===== src/design/gpt_pkg.sv =====
// constants, field layout and state type of the 32-bit general purpose timer
// ****************************************************************************
// ****************************************************************************
`default_nettype none
package gpt_pkg;
    localparam logic [31:0] GPT_ADDR_RELOAD = 32'hffff0320;
    localparam logic [31:0] GPT_ADDR_COUNT = 32'hffff0324;
    localparam logic [31:0] GPT_ADDR_CONTROL = 32'hffff0328;
    localparam logic [31:0] GPT_ADDR_CLEAR = 32'hffff032c;
    localparam logic [31:0] GPT_ADDR_CAPTURE = 32'hffff0330;
    localparam logic [31:0] GPT_RESET_WORD = 32'h0;
    localparam int GPT_POST_LSB = 24;
    localparam int GPT_POST_WE = 23;
    localparam int GPT_CMP_FLAG = 19;
    localparam int GPT_IRQ_SEL = 18;
    localparam int GPT_CAP_EN = 17;
    localparam int GPT_EVT_LSB = 12;
    localparam int GPT_SRC_LSB = 9;
    localparam int GPT_UP = 8;
    localparam int GPT_EN = 7;
    localparam int GPT_PERIODIC = 6;
    localparam int GPT_FMT_LSB = 4;
    localparam int GPT_PRE_LSB = 0;
    localparam logic [31:0] GPT_CTRL_WMASK = 32'h0007ffff;
    localparam logic [2:0] GPT_SRC_OSC = 3'h0;
    localparam logic [2:0] GPT_SRC_CORE = 3'h1;
    localparam logic [2:0] GPT_SRC_PLL = 3'h2;
    localparam logic [2:0] GPT_SRC_GPIO = 3'h3;
    localparam logic [1:0] GPT_FMT_HMS23 = 2'h2;
    localparam logic [1:0] GPT_FMT_HMS255 = 2'h3;
    localparam logic [4:0] GPT_EVT_MAX = 5'h11;
    localparam int GPT_EVT_NUM = 18;
    localparam logic [7:0] GPT_HUND_MAX = 8'h63;
    localparam logic [7:0] GPT_SIXTY_MAX = 8'h3b;
    localparam logic [7:0] GPT_HOUR23_MAX = 8'h17;
    localparam logic [7:0] GPT_HOUR255_MAX = 8'hff;
    localparam logic [3:0] GPT_PRE_16 = 4'h4;
    localparam logic [3:0] GPT_PRE_256 = 4'h8;
    localparam logic [3:0] GPT_PRE_32768 = 4'hf;
    localparam logic [14:0] GPT_MASK_1 = 15'h0000;
    localparam logic [14:0] GPT_MASK_16 = 15'h000f;
    localparam logic [14:0] GPT_MASK_256 = 15'h00ff;
    localparam logic [14:0] GPT_MASK_32768 = 15'h7fff;
    localparam logic [1:0] GPT_RESP_OKAY = 2'h0;
    localparam logic [1:0] GPT_RESP_SLVERR = 2'h2;

    typedef struct packed {
        logic [2:0] osc_sync;
        logic [2:0] pll_sync;
        logic [2:0] gpio_sync;
        logic [17:0] evt_prev;
        logic [14:0] pre_cnt;
        logic [7:0] post_cnt;
        logic [31:0] reload;
        logic [31:0] count;
        logic [31:0] ctrl;
        logic [31:0] capture;
        logic irq;
        logic aw_held;
        logic [31:0] aw_addr;
        logic w_held;
        logic [31:0] w_data;
        logic [3:0] w_strb;
        logic bvalid;
        logic [1:0] bresp;
        logic rvalid;
        logic [31:0] rdata;
        logic [1:0] rresp;
    } gpt_state_s;
endpackage
`default_nettype wire


===== src/design/gpt_timer.sv =====
// 32-bit general purpose timer with capture and postscaler, axi4-lite slave
`default_nettype none
module gpt_timer (
    input wire logic clk_in,
    input wire logic reset_n_in,
    input wire logic osc32k_in,
    input wire logic undivided_pll_clock_in,
    input wire logic gpio_count_input_in,
    input wire logic low_power_in,
    input wire logic [17:0] irq_sources_in,
    output logic timer_irq_out,
    input wire logic [31:0] s_axi_awaddr_in,
    input wire logic s_axi_awvalid_in,
    output logic s_axi_awready_out,
    input wire logic [31:0] s_axi_wdata_in,
    input wire logic [3:0] s_axi_wstrb_in,
    input wire logic s_axi_wvalid_in,
    output logic s_axi_wready_out,
    output logic [1:0] s_axi_bresp_out,
    output logic s_axi_bvalid_out,
    input wire logic s_axi_bready_in,
    input wire logic [31:0] s_axi_araddr_in,
    input wire logic s_axi_arvalid_in,
    output logic s_axi_arready_out,
    output logic [31:0] s_axi_rdata_out,
    output logic [1:0] s_axi_rresp_out,
    output logic s_axi_rvalid_out,
    input wire logic s_axi_rready_in
);
    import gpt_pkg::*;

    // ************************************************************************
    // helpers
    // ************************************************************************
    // register index: 1..5 for mapped words, 0 for unmapped
    function automatic logic [2:0] reg_index(input logic [31:0] addr);
        logic [2:0] idx;
        idx = 3'h0;
        if (addr == GPT_ADDR_RELOAD) begin
            idx = 3'h1;
        end else if (addr == GPT_ADDR_COUNT) begin
            idx = 3'h2;
        end else if (addr == GPT_ADDR_CONTROL) begin
            idx = 3'h3;
        end else if (addr == GPT_ADDR_CLEAR) begin
            idx = 3'h4;
        end else if (addr == GPT_ADDR_CAPTURE) begin
            idx = 3'h5;
        end
        return idx;
    endfunction

    function automatic logic [31:0] merge(input logic [31:0] old,
                                          input logic [31:0] data,
                                          input logic [3:0] strb);
        logic [31:0] res;
        res = old;
        for (int b = 0; b < 4; b++) begin
            if (strb[b]) begin
                res[8*b +: 8] = data[8*b +: 8];
            end
        end
        return res;
    endfunction

    // unlisted prescaler codes fall back to divide by one
    function automatic logic [14:0] pre_mask(input logic [3:0] code);
        logic [14:0] m;
        case (code)
            GPT_PRE_16: m = GPT_MASK_16;
            GPT_PRE_256: m = GPT_MASK_256;
            GPT_PRE_32768: m = GPT_MASK_32768;
            default: m = GPT_MASK_1;
        endcase
        return m;
    endfunction

    // clock-time step; fields hours 31:24, minutes 23:16, seconds 15:8, hundredths 7:0
    function automatic logic [32:0] hms_step(input logic [31:0] v,
                                             input logic up,
                                             input logic [7:0] hour_max);
        logic [31:0] res;
        logic carry;
        logic [7:0] lim;
        logic [7:0] f;
        res = v;
        carry = 1'b1;
        lim = GPT_HUND_MAX;
        f = 8'h0;
        for (int i = 0; i < 4; i++) begin
            lim = (i == 0) ? GPT_HUND_MAX : ((i == 3) ? hour_max : GPT_SIXTY_MAX);
            f = v[8*i +: 8];
            if (carry) begin
                if (up) begin
                    if (f >= lim) begin
                        res[8*i +: 8] = 8'h0;
                    end else begin
                        res[8*i +: 8] = f + 8'h1;
                        carry = 1'b0;
                    end
                end else begin
                    if (f == 8'h0) begin
                        res[8*i +: 8] = lim;
                    end else begin
                        res[8*i +: 8] = f - 8'h1;
                        carry = 1'b0;
                    end
                end
            end
        end
        return {carry, res};
    endfunction

    // ************************************************************************
    // reset release
    // ************************************************************************
    logic rst_meta;
    logic rst_n;

    always_ff @(posedge clk_in or negedge reset_n_in) begin
        if (!reset_n_in) begin
            rst_meta <= 1'b0;
            rst_n <= 1'b0;
        end else begin
            rst_meta <= 1'b1;
            rst_n <= rst_meta;
        end
    end

    // ************************************************************************
    // state
    // ************************************************************************
    gpt_state_s cur;
    gpt_state_s next;

    logic [2:0] src_sel;
    logic [1:0] fmt;
    logic src_tick;
    logic count_tick;
    logic [32:0] step;
    logic ovf;
    logic [4:0] evt_sel;
    logic evt_fire;
    logic aw_take;
    logic w_take;
    logic aw_have;
    logic w_have;
    logic do_write;
    logic [31:0] wr_addr;
    logic [31:0] wr_data;
    logic [3:0] wr_strb;
    logic [2:0] wr_idx;
    logic [2:0] rd_idx;
    logic clear_wr;
    logic [31:0] merged;

    assign s_axi_awready_out = !cur.aw_held && !cur.bvalid;
    assign s_axi_wready_out = !cur.w_held && !cur.bvalid;
    assign s_axi_arready_out = !cur.rvalid;
    assign s_axi_bvalid_out = cur.bvalid;
    assign s_axi_bresp_out = cur.bresp;
    assign s_axi_rvalid_out = cur.rvalid;
    assign s_axi_rdata_out = cur.rdata;
    assign s_axi_rresp_out = cur.rresp;
    assign timer_irq_out = cur.irq;

    always_comb begin
        next = cur;
        src_sel = cur.ctrl[GPT_SRC_LSB +: 3];
        fmt = cur.ctrl[GPT_FMT_LSB +: 2];

        // pins pass three flops; the second and third stages feed the edge detect
        next.osc_sync = {cur.osc_sync[1:0], osc32k_in};
        next.pll_sync = {cur.pll_sync[1:0], undivided_pll_clock_in};
        next.gpio_sync = {cur.gpio_sync[1:0], gpio_count_input_in};

        // ********************************************************************
        // source and prescaler
        // ********************************************************************
        // the pll clock is sampled, so it only counts while slower than clk_in/2
        case (src_sel)
            GPT_SRC_OSC: src_tick = cur.osc_sync[1] && !cur.osc_sync[2];
            GPT_SRC_CORE: src_tick = 1'b1;
            GPT_SRC_PLL: src_tick = cur.pll_sync[1] && !cur.pll_sync[2];
            GPT_SRC_GPIO: src_tick = cur.gpio_sync[1] && !cur.gpio_sync[2];
            default: src_tick = 1'b0;
        endcase
        if (low_power_in && src_sel != GPT_SRC_OSC && src_sel != GPT_SRC_GPIO) begin
            src_tick = 1'b0;
        end
        if (!cur.ctrl[GPT_EN]) begin
            src_tick = 1'b0;
        end

        count_tick = 1'b0;
        if (src_tick) begin
            if ((cur.pre_cnt & pre_mask(cur.ctrl[GPT_PRE_LSB +: 4])) ==
                pre_mask(cur.ctrl[GPT_PRE_LSB +: 4])) begin
                next.pre_cnt = 15'h0;
                count_tick = 1'b1;
            end else begin
                next.pre_cnt = cur.pre_cnt + 15'h1;
            end
        end

        // ********************************************************************
        // counter
        // ********************************************************************
        if (fmt == GPT_FMT_HMS23) begin
            step = hms_step(cur.count, cur.ctrl[GPT_UP], GPT_HOUR23_MAX);
        end else if (fmt == GPT_FMT_HMS255) begin
            step = hms_step(cur.count, cur.ctrl[GPT_UP], GPT_HOUR255_MAX);
        end else if (cur.ctrl[GPT_UP]) begin
            step = {1'b0, cur.count} + 33'h1;
        end else begin
            step = {cur.count == 32'h0, cur.count - 32'h1};
        end
        ovf = count_tick && step[32];
        if (count_tick) begin
            if (ovf && cur.ctrl[GPT_PERIODIC]) begin
                next.count = cur.reload;
            end else begin
                next.count = step[31:0];
            end
        end

        // ********************************************************************
        // capture on each rising edge of the chosen source
        // ********************************************************************
        next.evt_prev = irq_sources_in;
        evt_sel = cur.ctrl[GPT_EVT_LSB +: 5];
        evt_fire = 1'b0;
        if (evt_sel <= GPT_EVT_MAX) begin
            evt_fire = irq_sources_in[evt_sel] && !cur.evt_prev[evt_sel];
        end
        if (cur.ctrl[GPT_CAP_EN] && evt_fire) begin
            next.capture = cur.count;
        end

        // ********************************************************************
        // bus write
        // ********************************************************************
        aw_take = s_axi_awvalid_in && s_axi_awready_out;
        w_take = s_axi_wvalid_in && s_axi_wready_out;
        aw_have = cur.aw_held || aw_take;
        w_have = cur.w_held || w_take;
        wr_addr = cur.aw_held ? cur.aw_addr : s_axi_awaddr_in;
        wr_data = cur.w_held ? cur.w_data : s_axi_wdata_in;
        wr_strb = cur.w_held ? cur.w_strb : s_axi_wstrb_in;
        do_write = aw_have && w_have;
        wr_idx = reg_index(wr_addr);
        clear_wr = 1'b0;
        merged = merge(cur.ctrl, wr_data, wr_strb);
        if (aw_take) begin
            next.aw_held = 1'b1;
            next.aw_addr = s_axi_awaddr_in;
        end
        if (w_take) begin
            next.w_held = 1'b1;
            next.w_data = s_axi_wdata_in;
            next.w_strb = s_axi_wstrb_in;
        end
        if (do_write) begin
            next.aw_held = 1'b0;
            next.w_held = 1'b0;
            next.bvalid = 1'b1;
            next.bresp = GPT_RESP_OKAY;
            if (wr_idx == 3'h1) begin
                next.reload = merge(cur.reload, wr_data, wr_strb);
            end else if (wr_idx == 3'h3) begin
                next.ctrl = (merged & GPT_CTRL_WMASK) | (cur.ctrl & ~GPT_CTRL_WMASK);
                if (wr_strb[2] && wr_data[GPT_POST_WE] && wr_strb[3]) begin
                    next.ctrl[GPT_POST_LSB +: 8] = wr_data[GPT_POST_LSB +: 8];
                end
                next.ctrl[GPT_POST_WE] = 1'b0;
                next.ctrl[22:20] = 3'h0;
            end else if (wr_idx == 3'h4) begin
                clear_wr = 1'b1;
            end else if (wr_idx == 3'h0) begin
                next.bresp = GPT_RESP_SLVERR;
            end
        end
        if (cur.bvalid && s_axi_bready_in) begin
            next.bvalid = 1'b0;
        end

        // a clear write wins over a count step in the same cycle
        if (clear_wr) begin
            next.count = cur.reload;
            next.pre_cnt = 15'h0;
            next.irq = 1'b0;
            next.ctrl[GPT_CMP_FLAG] = 1'b0;
        end

        // ********************************************************************
        // interrupt and postscaler; a set here beats the clear above
        // ********************************************************************
        if (ovf) begin
            if (cur.ctrl[GPT_IRQ_SEL]) begin
                if (cur.post_cnt == cur.ctrl[GPT_POST_LSB +: 8]) begin
                    next.post_cnt = 8'h0;
                    next.ctrl[GPT_CMP_FLAG] = 1'b1;
                    next.irq = 1'b1;
                end else begin
                    next.post_cnt = cur.post_cnt + 8'h1;
                end
            end else begin
                next.irq = 1'b1;
            end
        end

        // ********************************************************************
        // bus read
        // ********************************************************************
        rd_idx = reg_index(s_axi_araddr_in);
        if (s_axi_arvalid_in && s_axi_arready_out) begin
            next.rvalid = 1'b1;
            next.rresp = GPT_RESP_OKAY;
            if (rd_idx == 3'h1) begin
                next.rdata = cur.reload;
            end else if (rd_idx == 3'h2) begin
                next.rdata = cur.count;
            end else if (rd_idx == 3'h3) begin
                next.rdata = cur.ctrl;
            end else if (rd_idx == 3'h5) begin
                next.rdata = cur.capture;
            end else if (rd_idx == 3'h4) begin
                next.rdata = GPT_RESET_WORD;
            end else begin
                next.rdata = GPT_RESET_WORD;
                next.rresp = GPT_RESP_SLVERR;
            end
        end else if (cur.rvalid && s_axi_rready_in) begin
            next.rvalid = 1'b0;
        end
    end

    always_ff @(posedge clk_in or negedge rst_n) begin
        if (!rst_n) begin
            cur <= '0;
        end else begin
            cur <= next;
        end
    end
endmodule
`default_nettype wire


===== config.mk =====
export PLATFORM = sky130hd
export DESIGN_NAME = gpt_timer
export DESIGN_NICKNAME = d
export VERILOG_FILES = /design/src/design/gpt_pkg.sv /design/src/design/gpt_timer.sv
export SDC_FILE = /design/constraint.sdc
export NUM_CORES = 1
export LEC_CHECK = 0
export BUFFER_PORTS_ARGS = -buffer_cell sky130_fd_sc_hd__buf_4
export CAP_MARGIN = 25
export CORE_MARGIN = 3
export CORE_UTILIZATION = 55
export DETAILED_ROUTE_END_ITERATION = 12
export PLACE_DENSITY = 0.75
export SLEW_MARGIN = 5
export SYNTH_ARGS = -nofsm -noshare
export SYNTH_HDL_FRONTEND = slang
export SYNTH_SLANG_ARGS = --single-unit
export TNS_END_PERCENT = 10

===== constraint.sdc =====
create_clock -name clk_in -period 11.5 [get_ports clk_in]
set_input_delay 1.15 -clock clk_in [delete_from_list [all_inputs] [get_ports clk_in]]
set_output_delay 1.15 -clock clk_in [all_outputs]
set_load 0.005 [all_outputs]

## Word-level counts from Yosys, hierarchy flattened

Cells that the tools add are included.

| operators by class | value |
|---|---|
| add/subtract/negate cells | 12 |
| bitwise gates (word level) | 3 |
| mux-type cells | 125 |
| order comparisons | 7 |
| eq/ne operators | 35 |
| reductions and logical operators | 52 |

Operators with widths:

| operator | count |
|---|---|
| $eq 32x32->1 const B | 10 |
| $mux 32 | 9 |
| $mux 8 | 25 |
| $mux 33 | 4 |
| $mux 15 | 4 |
| $mux 20 | 3 |
| $mux 1 | 53 |
| $pmux 15 s3 | 1 |
| $add 8x1->8 const B | 5 |
| $mux 37 | 1 |
| $mux 3 | 12 |
| $add 32x1->33 const B | 1 |
| $logic_not 32->1 | 1 |
| $logic_not 8->1 | 4 |
| $or 19x32->32 | 1 |
| $sub 32x1->32 const B | 1 |
| $sub 8x1->8 const B | 4 |
| $reduce_and 3->1 | 8 |
| $logic_and 1x1->1 | 19 |
| $mux 2 | 9 |
| $ge 8x6->1 const B | 2 |
| $add 15x1->15 const B | 1 |
| $and 15x15->15 | 1 |
| $eq 15x15->1 | 1 |
| other kinds (25) | 54 |

| word-level totals | value |
|---|---|
| bits of input ports | 129 |
| register bits | 285 |
| output and inout bits | 42 |

## Logic depth before layout (Yosys ltp)

Gate-level depths: netlist of the first run.

| depth | value |
|---|---|
| depth in word-level cells | 19 |
| gate-level depth with buffers | 12 |

## Least setup slack after synthesis of the first run

OpenSTA, ideal clock, no wires.

| timing | value |
|---|---|
| path type | in2reg |
| from | input s_axi_awaddr_in[1] |
| to | register cur[256] in the netlist's numbering |
| buffers on the path | 2 |
| arrival time | 3.331 ns |
| stages on the path | 9 |
| setup slack | 8.037 ns |
| cell sequence | or4b_2 nor3_1 o21ai_0 nor4_1 clkbuf_1 clkbuf_1 o2111ai_1 xor2_1 nor2_1 |

| on the way | value |
|---|---|
| word-level cells in the longest chain between the ends | 13 |
| elaborated cells between the ends (all ways) | 20 |
| classes of those cells | eq/ne: 8; mux: 11; reduce/logical: 1 |

Ends and longest elaborated chain:

| element | RTL line | RTL |
|---|---|---|
| start, declared | gpt_timer.sv:12 | `input wire logic [31:0] s_axi_awaddr_in,` |
| $mux 32 (*) | gpt_timer.sv:247 | `wr_addr = cur.aw_held ? cur.aw_addr : s_axi_awaddr_in;` |
| $eq 32x32->1 | gpt_timer.sv:47 | `end else if (addr == GPT_ADDR_CAPTURE) begin` |
| $mux 3 | gpt_timer.sv:47 |  |
| $mux 3 | gpt_timer.sv:45 | `end else if (addr == GPT_ADDR_CLEAR) begin` |
| $mux 3 | gpt_timer.sv:43 | `end else if (addr == GPT_ADDR_CONTROL) begin` |
| $mux 3 | gpt_timer.sv:41 | `end else if (addr == GPT_ADDR_COUNT) begin` |
| $mux 3 (*) | gpt_timer.sv:39 | `if (addr == GPT_ADDR_RELOAD) begin` |
| $eq 3x3->1 | gpt_timer.sv:277 | `end else if (wr_idx == 3'h4) begin` |
| $mux 1 | gpt_timer.sv:277 |  |
| $mux 1 | gpt_timer.sv:270 | `end else if (wr_idx == 3'h3) begin` |
| $mux 1 (*) | gpt_timer.sv:268 | `if (wr_idx == 3'h1) begin` |
| $mux 1 (*) | gpt_timer.sv:263 | `if (do_write) begin` |
| $mux 15 or $reduce_bool 2->1 (tied branches) | n/a |  |
| end signal, assigned | gpt_timer.sv:342 | `cur <= next;` |
| end, declared | gpt_timer.sv:133 | `gpt_state_s cur;` |

Every way passes the cells marked *; elsewhere a longest branch is shown, timed or not.
A chain may end at the register's enable or synchronous reset.

## Worst setup path in the final report of the first run

| timing | value |
|---|---|
| from | register cur[197] in the netlist's numbering |
| to | register cur[203] in the netlist's numbering |

| on the way | value |
|---|---|
| word-level cells in the longest chain between the ends | 11 |
| elaborated cells between the ends (all ways) | 34 |
| classes of those cells | add/sub: 4; order compare: 2; eq/ne: 2; mux: 21; reduce/logical: 5 |

Ends and longest elaborated chain:

| element | RTL line | RTL |
|---|---|---|
| branches (longest 5 deep; another with $add 32x1->33) | n/a |  |
| $mux 33 (*) | gpt_timer.sv:209 | `if (fmt == GPT_FMT_HMS23) begin` |
| $logic_and 1x1->1 | gpt_timer.sv:218 | `ovf = count_tick && step[32];` |
| $logic_and 1x1->1 | gpt_timer.sv:220 | `if (ovf && cur.ctrl[GPT_PERIODIC]) begin` |
| $mux 32 | gpt_timer.sv:220 |  |
| $mux 32 | gpt_timer.sv:219 | `if (count_tick) begin` |
| $mux 32 | gpt_timer.sv:288 | `if (clear_wr) begin` |

Mark *: on every way between the ends. The select of a mux whose other input is x is not followed.

==> results.txt, run 1 <==
status: complete, no violations
CTS tree: done
starting density of the core: 56.1%
buffer count from post-CTS setup fixing: 0
share of power burned in the clock network: 36.6%
logic gate share of total power: 17.2%
PortBufs: 168
Largest delay share family, worst path: compound AO/OA/AOI/OAI gates
Post-CTS Resized: 0
fin crit period: 3.90 ns
slack of the critical path: 7.60 ns
critical path's largest stage delay: 0.55 ns
slowest stage cell, crit path: dfrtp_1
initial antenna violation count: 0
synthesized cell area: 15700 sq um
number of clock sinks: 283
Switch Pwr: 0.717 mW
std cell rows: 61
Core ar.: 27900 sq um
post-route ant nets: 0
Syn. warnings: 0
sequential share of the synthesized area: 45.2%
commonest non-fill, non-tap cell in the layout: dfrtp_1
DR vias: 12800
largest net degree at the start of global routing: 79
Max-Cap Viols: 0
async set-reset flop share out of synthesis: 100%
CP Max Fanout: 17
sequential power share: 46.1%
placed insts: 1978
nets: 1776
worst min path class: reg -> reg
critical path required time: 11.94 ns
Die Height: 175 um
RSZ-0062 raised after global routing: no
drt first pass iters: 7
number of synthesized register bits: 283
WL per Instance: 20.9 um
final setup fails: 0
Post-synth EDFFs: 0
first-pass GRT wire length: 68200 um
clk_skew: 0.0207 ns
pin slew with the least headroom to its limit: 1.01 ns
pins over their slew limit: 0
Worst-path clk slew: 0.06 ns
WP buf/inv: 1
fillers: 2243
relative slew slack: 32.6%
WL final: 42600 um
H-tree depth: 1
CP endpoint kind: register
top_reg_cell synth: dfrtp_1
Worst-Skew Late Latency: 0.56 ns
Antenna diodes: 0
CTS Hold Buffers Added: 0
switching share of power: 26.7%
Max Clk Rate: 257 MHz
Synth Instances: 1558
Num CTS Buffers: 30
pre-CTS WS: 7.37 ns
Root Driver: clkbuf_16
full die area: 30500 sq um
die width: 175 um
largest area contributor in the synthesized netlist: dfrtp_1
synth top area cells: dfrtp_1 45%, mux2_2 12%, nand2_1 3.4%
drt via density: 6.30
Mean Syn Cell Area: 10.1 sq um
Final Wtd Congestion: 0.997
Lkg Pwr: 7.91 nW
CP Class: reg -> reg
Ports: 171
DRT iter0 DRCs: 1156
area delta synth->final: 14.3%
setup TNS: 0 ns
DRC violations left: 0
most frequent cells in the layout: 281 x dfrtp_1, 187 x buf_4, 172 x mux2_2, 139 x nand2_1, 109 x nor2_1
layout cell share with drive strength beyond 1: 26.4%
startpoint types: register
Critical Path, Cell by Cell: inv_1, ha_1, or3b_2, or2_1, o41a_1, a2111oi_4, a31oi_4, and3_1, o31a_1
maximum VDD drop: 0.198 mV
Arr. time, crit path: 4.33 ns
vias in the first global route: 12400
worst-case clock buffer depth: 3
post-synth top area share: 45.2%
P_int: 1.96 mW
Tot GR Track Use: 27.3%
post-DP HPWL: 29900 um
grt total ovfl: 0
pwr/cell area: 150 nW/um^2
Final Cycle Share: 33.9%
Non-Filler Instances: 2034
final hold violations: 0
Yosys cell types: 77
==> cell type report <==
cell class              count  area, sq um  share of cell area [%]
clock buffers              38          872                    4.87
clock inverters            16          151                   0.846
inverters                  32          120                   0.671
multi-input cells        1098         7760                    43.4
flip-flops and latches    283         7090                    39.6
well taps                 378          473                    2.64
repair buffers            189         1440                    8.02
==> final timing paths <==
path,from,to,slack [ns],cells after the start
worst max-delay path,cur[197],cur[203],7.60,9
worst min-delay path,cur[284],cur[285],0.35,0
worst max register to register,cur[197],cur[203],7.60,9
worst min register to register,cur[284],cur[285],0.35,0
max in group asynchronous,rst_n,cur[110],8.85,2
min in group asynchronous,reset_n_in,rst_n,0.37,1
==> power by group through the flow <==
stage / Clock, mW / Combinational (mW) / Sequential [mW]
CTS: 0.998 / 0.463 / 1.24
global route: 1.04 / 0.504 / 1.26
finish: 0.982 / 0.462 / 1.24
global placement: 0 / 0.446 / 1.24
floorplan: 0 / 0.344 / 1.22
detailed placement: 0 / 0.461 / 1.25
==> state kept, by name (all words and copies together), names as in the netlist <==
signal            count
s_axi_rvalid_out      1
s_axi_bvalid_out      1
s_axi_bresp_out       1
rst_meta              1
s_axi_rdata_out      32
s_axi_rresp_out       1
cur                 244
timer_irq_out         1
rst_n                 1
==> stage by stage <==
stage / hold WS, ns / util [%] / area [sq um] / total power, mW
floorplan: 0.331 / - / 15700 / 1.56
global placement: 0.333 / 60.3 / 16800 / 1.69
detailed placement: 0.336 / 60.3 / 16800 / 1.71
CTS: 0.347 / 64.0 / 17900 / 2.70
global route: 0.358 / 64.1 / 17900 / 2.80
finish: 0.346 / 64.1 / 17900 / 2.68
==> cell families (layout without fill, tap and decap cells) <==
family          after synthesis  after routing  share of synthesized area, %
flops                       283            283                          45.2
simple gates                477            477                          15.2
buf+inv                     178            275                          5.41
other cells                   2              3                        0.0479
fa+ha+maj                    13             13                          1.04
compound gates              337            337                          15.0
xor+xnor                     59             59                          3.30
mux                         209            209                          14.8
==> cell usage after synthesis (all sizes together), types with 34 or more instances <==
cell type,number
a21oi,34
a22oi,36
buf,60
clkbuf,86
dfrtp,283
mux2,172
mux2i,36
nand2,140
nand4,39
nor2,109
o21ai,103
==> routing by layer <==
metal  GRT usage [%]  vias up  wire length, um
li1                -     5842                -
met2            42.3      579            19400
met3            6.93       72             4040
met4            6.62        0              798
met1            38.9     6327            18400
met5               0        -                0
==> worst register-to-register path: stages (launching register included) <==
cell	delay (ns)
dfrtp_1	0.55
inv_1	0.20
ha_1	0.23
or3b_2	0.51
or2_1	0.28
o41a_1	0.47
a2111oi_4	0.54
a31oi_4	0.45
and3_1	0.30
o31a_1	0.26
Power figures use the tool's default switching activity.
==> run 2: changes to the inputs <==
ABC_AREA = 1   (was default)
CORE_UTILIZATION = 54   (was 55)
PLACE_DENSITY = 0.77   (was 0.75)
clock period = 3.2 ns   (was 11.5 ns; I/O delays follow)
==> run 2 against run 1 <==
Combinational power rose to 7.3 times the previous value. Sequential share of layout area down 3.7 points. Utilization down 0.061 points. Flip-flop and latch count unchanged. Final area up 10%. First-iteration DRC count up 28%. Critical path type unchanged. Largest cell class unchanged.
==> results.txt, run 2 <==
CP endpoint kind: register
CP Class: reg -> reg
hold path depth: 2
pwr/cell area: 603 nW/um^2
Worst-Skew Late Latency: 0.57 ns
largest family of logic cells by synthesized area: simple AND/OR/NAND/NOR gates
final hold violations: 0
slowest stage cell, crit path: dfrtp_1
r2r setup slk: 0.28 ns
max FFs per register: 244
setup TNS: 0 ns
die width: 184 um
largest area contributor in the synthesized netlist: dfrtp_1
pin slew with the least headroom to its limit: 0.863 ns
largest net degree at the start of global routing: 91
worst reg2reg path endpoint: cur[193]
final instance area: 19700 sq um
DRT iter0 DRCs: 1476
starting density of the core: 55.2%
CTS tree: done
Die Height: 184 um
synthesized cell area: 17000 sq um
Root Driver: clkbuf_16
commonest non-fill, non-tap cell in the layout: nand2_1
Max-Cap Viols: 0
Worst-path clk slew: 0.06 ns
Lkg Pwr: 9.61 nW
drt first pass iters: 6
placed insts: 2801
switching share of power: 35.8%
WL per Instance: 17.6 um
first-pass GRT wire length: 82900 um
grt total ovfl: 0
pre-CTS WS: 0.352 ns
Syn. warnings: 0
DRC violations left: 0
startpoint types: register
Reg-to-Reg Start: cur[107]
Yosys cell types: 59
reg2reg path depth: 15
Core ar.: 30800 sq um
Synth Area in Compound Gates: 11.3%
share of power burned in the clock network: 30.2%
Mean Syn Cell Area: 7.28 sq um
sequential power share: 41.6%
simple-gate area share of the yosys netlist: 31.7%
drt via density: 5.65
Tot GR Track Use: 30.3%
Final Cycle Share: 91.1%
pins over their slew limit: 0
sequential share of the synthesized area: 41.6%
nets: 2620
hold wc startpoint: s_axi_awaddr_in[20]
worst min path class: in -> reg
top_reg_cell synth: dfrtp_1
relative slew slack: 42.0%
Max Clk Rate: 343 MHz
Post-CTS Resized: 0
initial antenna violation count: 1
final core area utilization: 64.0%
P_int: 7.64 mW
area delta synth->final: 16.0%
final setup fails: 0
Critical Path, Cell by Cell: inv_4, nand2_1, nand2_1, nor2_1, nand2_1, inv_2, nand2_1, nor2_2, nand3_2, nand2_2, inv_2, nor2_8, inv_2, nand2_1, nand2_1
layout cell share with drive strength beyond 1: 14.7%
synth cell count leaders: 753 x nand2_1, 283 x dfrtp_1, 248 x o21ai_0, 200 x nor2_1, 194 x inv_1
Switch Pwr: 4.26 mW
PortBufs: 168
WL final: 50900 um
post-synth top area share: 41.6%
post-route ant nets: 0
fillers: 2651
fin crit period: 2.92 ns
count leader, synth: nand2_1
vias in the first global route: 15900
status: complete, no violations
H-tree depth: 1
async set-reset flop share out of synthesis: 100%
number of synthesized register bits: 283
DR vias: 16400
Arr. time, crit path: 3.38 ns
clk_skew: 0.0193 ns
Non-Filler Instances: 2899
post-DP HPWL: 36900 um
Reg with most FFs: cur
logic gate share of total power: 28.3%
most frequent cells in the layout: 752 x nand2_1, 282 x dfrtp_1, 248 x o21ai_0, 200 x nor2_1
synth top area cells: dfrtp_1 42%, nand2_1 17%, o21ai_0 7.3%
Ports: 171
Post-synth EDFFs: 0
Num CTS Buffers: 30
Hold EP: cur[95]
critical path required time: 3.66 ns
full die area: 33700 sq um
maximum VDD drop: 0.650 mV
Synth Instances: 2339
Placed Area: 18300 sq um
Synth Area in Adders: 0.956%
critical path's largest stage delay: 0.68 ns
Post-Synth XOR/XNOR Area: 1.96%
std cell rows: 64
number of clock sinks: 283
mux cell area share after synthesis: 2.89%
CP Max Fanout: 18
RSZ-0062 raised after global routing: no
Final Wtd Congestion: 0.990
most frequent CP cell: nand2_1
worst-case clock buffer depth: 3
slack of the critical path: 0.284 ns
run 2: changes by cell type after synthesis, moves of 36 or more:
cell / delta
o21ai_0: +148
nand3_1: +113
inv_1: +163
nor2_1: +91
a22oi_1: -36
mux2_2: -141
clkbuf_1: -39
nand2_1: +613
run 2: kinds of logic (layout without fill, tap and decap cells):
family	count (synthesis)	in the layout
and+or+nand+nor	1250	1250
AOI/OAI and AO/OA	358	358
buffers and inverters	351	513
DFF	283	283
muxes	44	44
xor gates and xnor gates	38	38
adders and majority gates	13	13
other	2	4
run 2: how the worst max path moves through the flow:
stage,startpoint,to,slack (ns),depth (start not counted)
final,cur[107],cur[193],0.28,15
after global routing,cur[107],cur[193],0.05,15
after CTS,cur[107],cur[184],0.33,15
after detailed placement,cur[107],cur[184],0.35,15
after global placement,cur[107],cur[192],0.46,15
after floorplan,rst_n,cur[100],0.37,0
run 2: routing by layer:
layer  global-route usage, %  wire length (um)
met1                    42.3             21500
met2                    49.0             23400
met3                    4.61              4540
met4                    9.54              1550
met5                       0                 0
run 2: metrics by stage:
step                power [mW]  hold WS, ns
finish                    11.9       0.0213
global route              12.7      0.00568
global placement          8.15        0.104
detailed placement        8.25        0.105
floorplan                 7.31       0.0244
CTS                       11.9      0.00187
run 2: area by class of cell:
type	instances	area [sq um]	share of cell area, %
multi-input combinational	1706	8320	42.1
sequential	283	7090	35.9
timing repair buffer	242	2010	10.2
clock buffer	40	818	4.15
inverter	215	812	4.11
tap	396	495	2.51
clock inverter	16	199	1.01
antenna	1	2.50	0.0127
run 2: repair_timing:
item                                   in CTS  in global routing
endpoints found under the hold margin      42                  0
hold buffers                               41                  0
setup buffers                               0                  0
run 2: power by group through the flow:
stage / Sequential, mW / Clock (mW) / Combinational, mW
2_1_floorplan: 4.69 / 0 / 2.62
3_3_place_gp: 4.96 / 0 / 3.18
3_5_place_dp: 4.99 / 0 / 3.26
4_1_cts: 4.93 / 3.66 / 3.34
5_1_grt: 5.04 / 3.80 / 3.81
6_report: 4.95 / 3.59 / 3.37
run 2: critical path, delay by kind of cell (launching register included):
kind,cells,cell delay [ns]
DFF,1,0.68
and+or+nand+nor,11,1.46
buffers and inverters,4,0.65
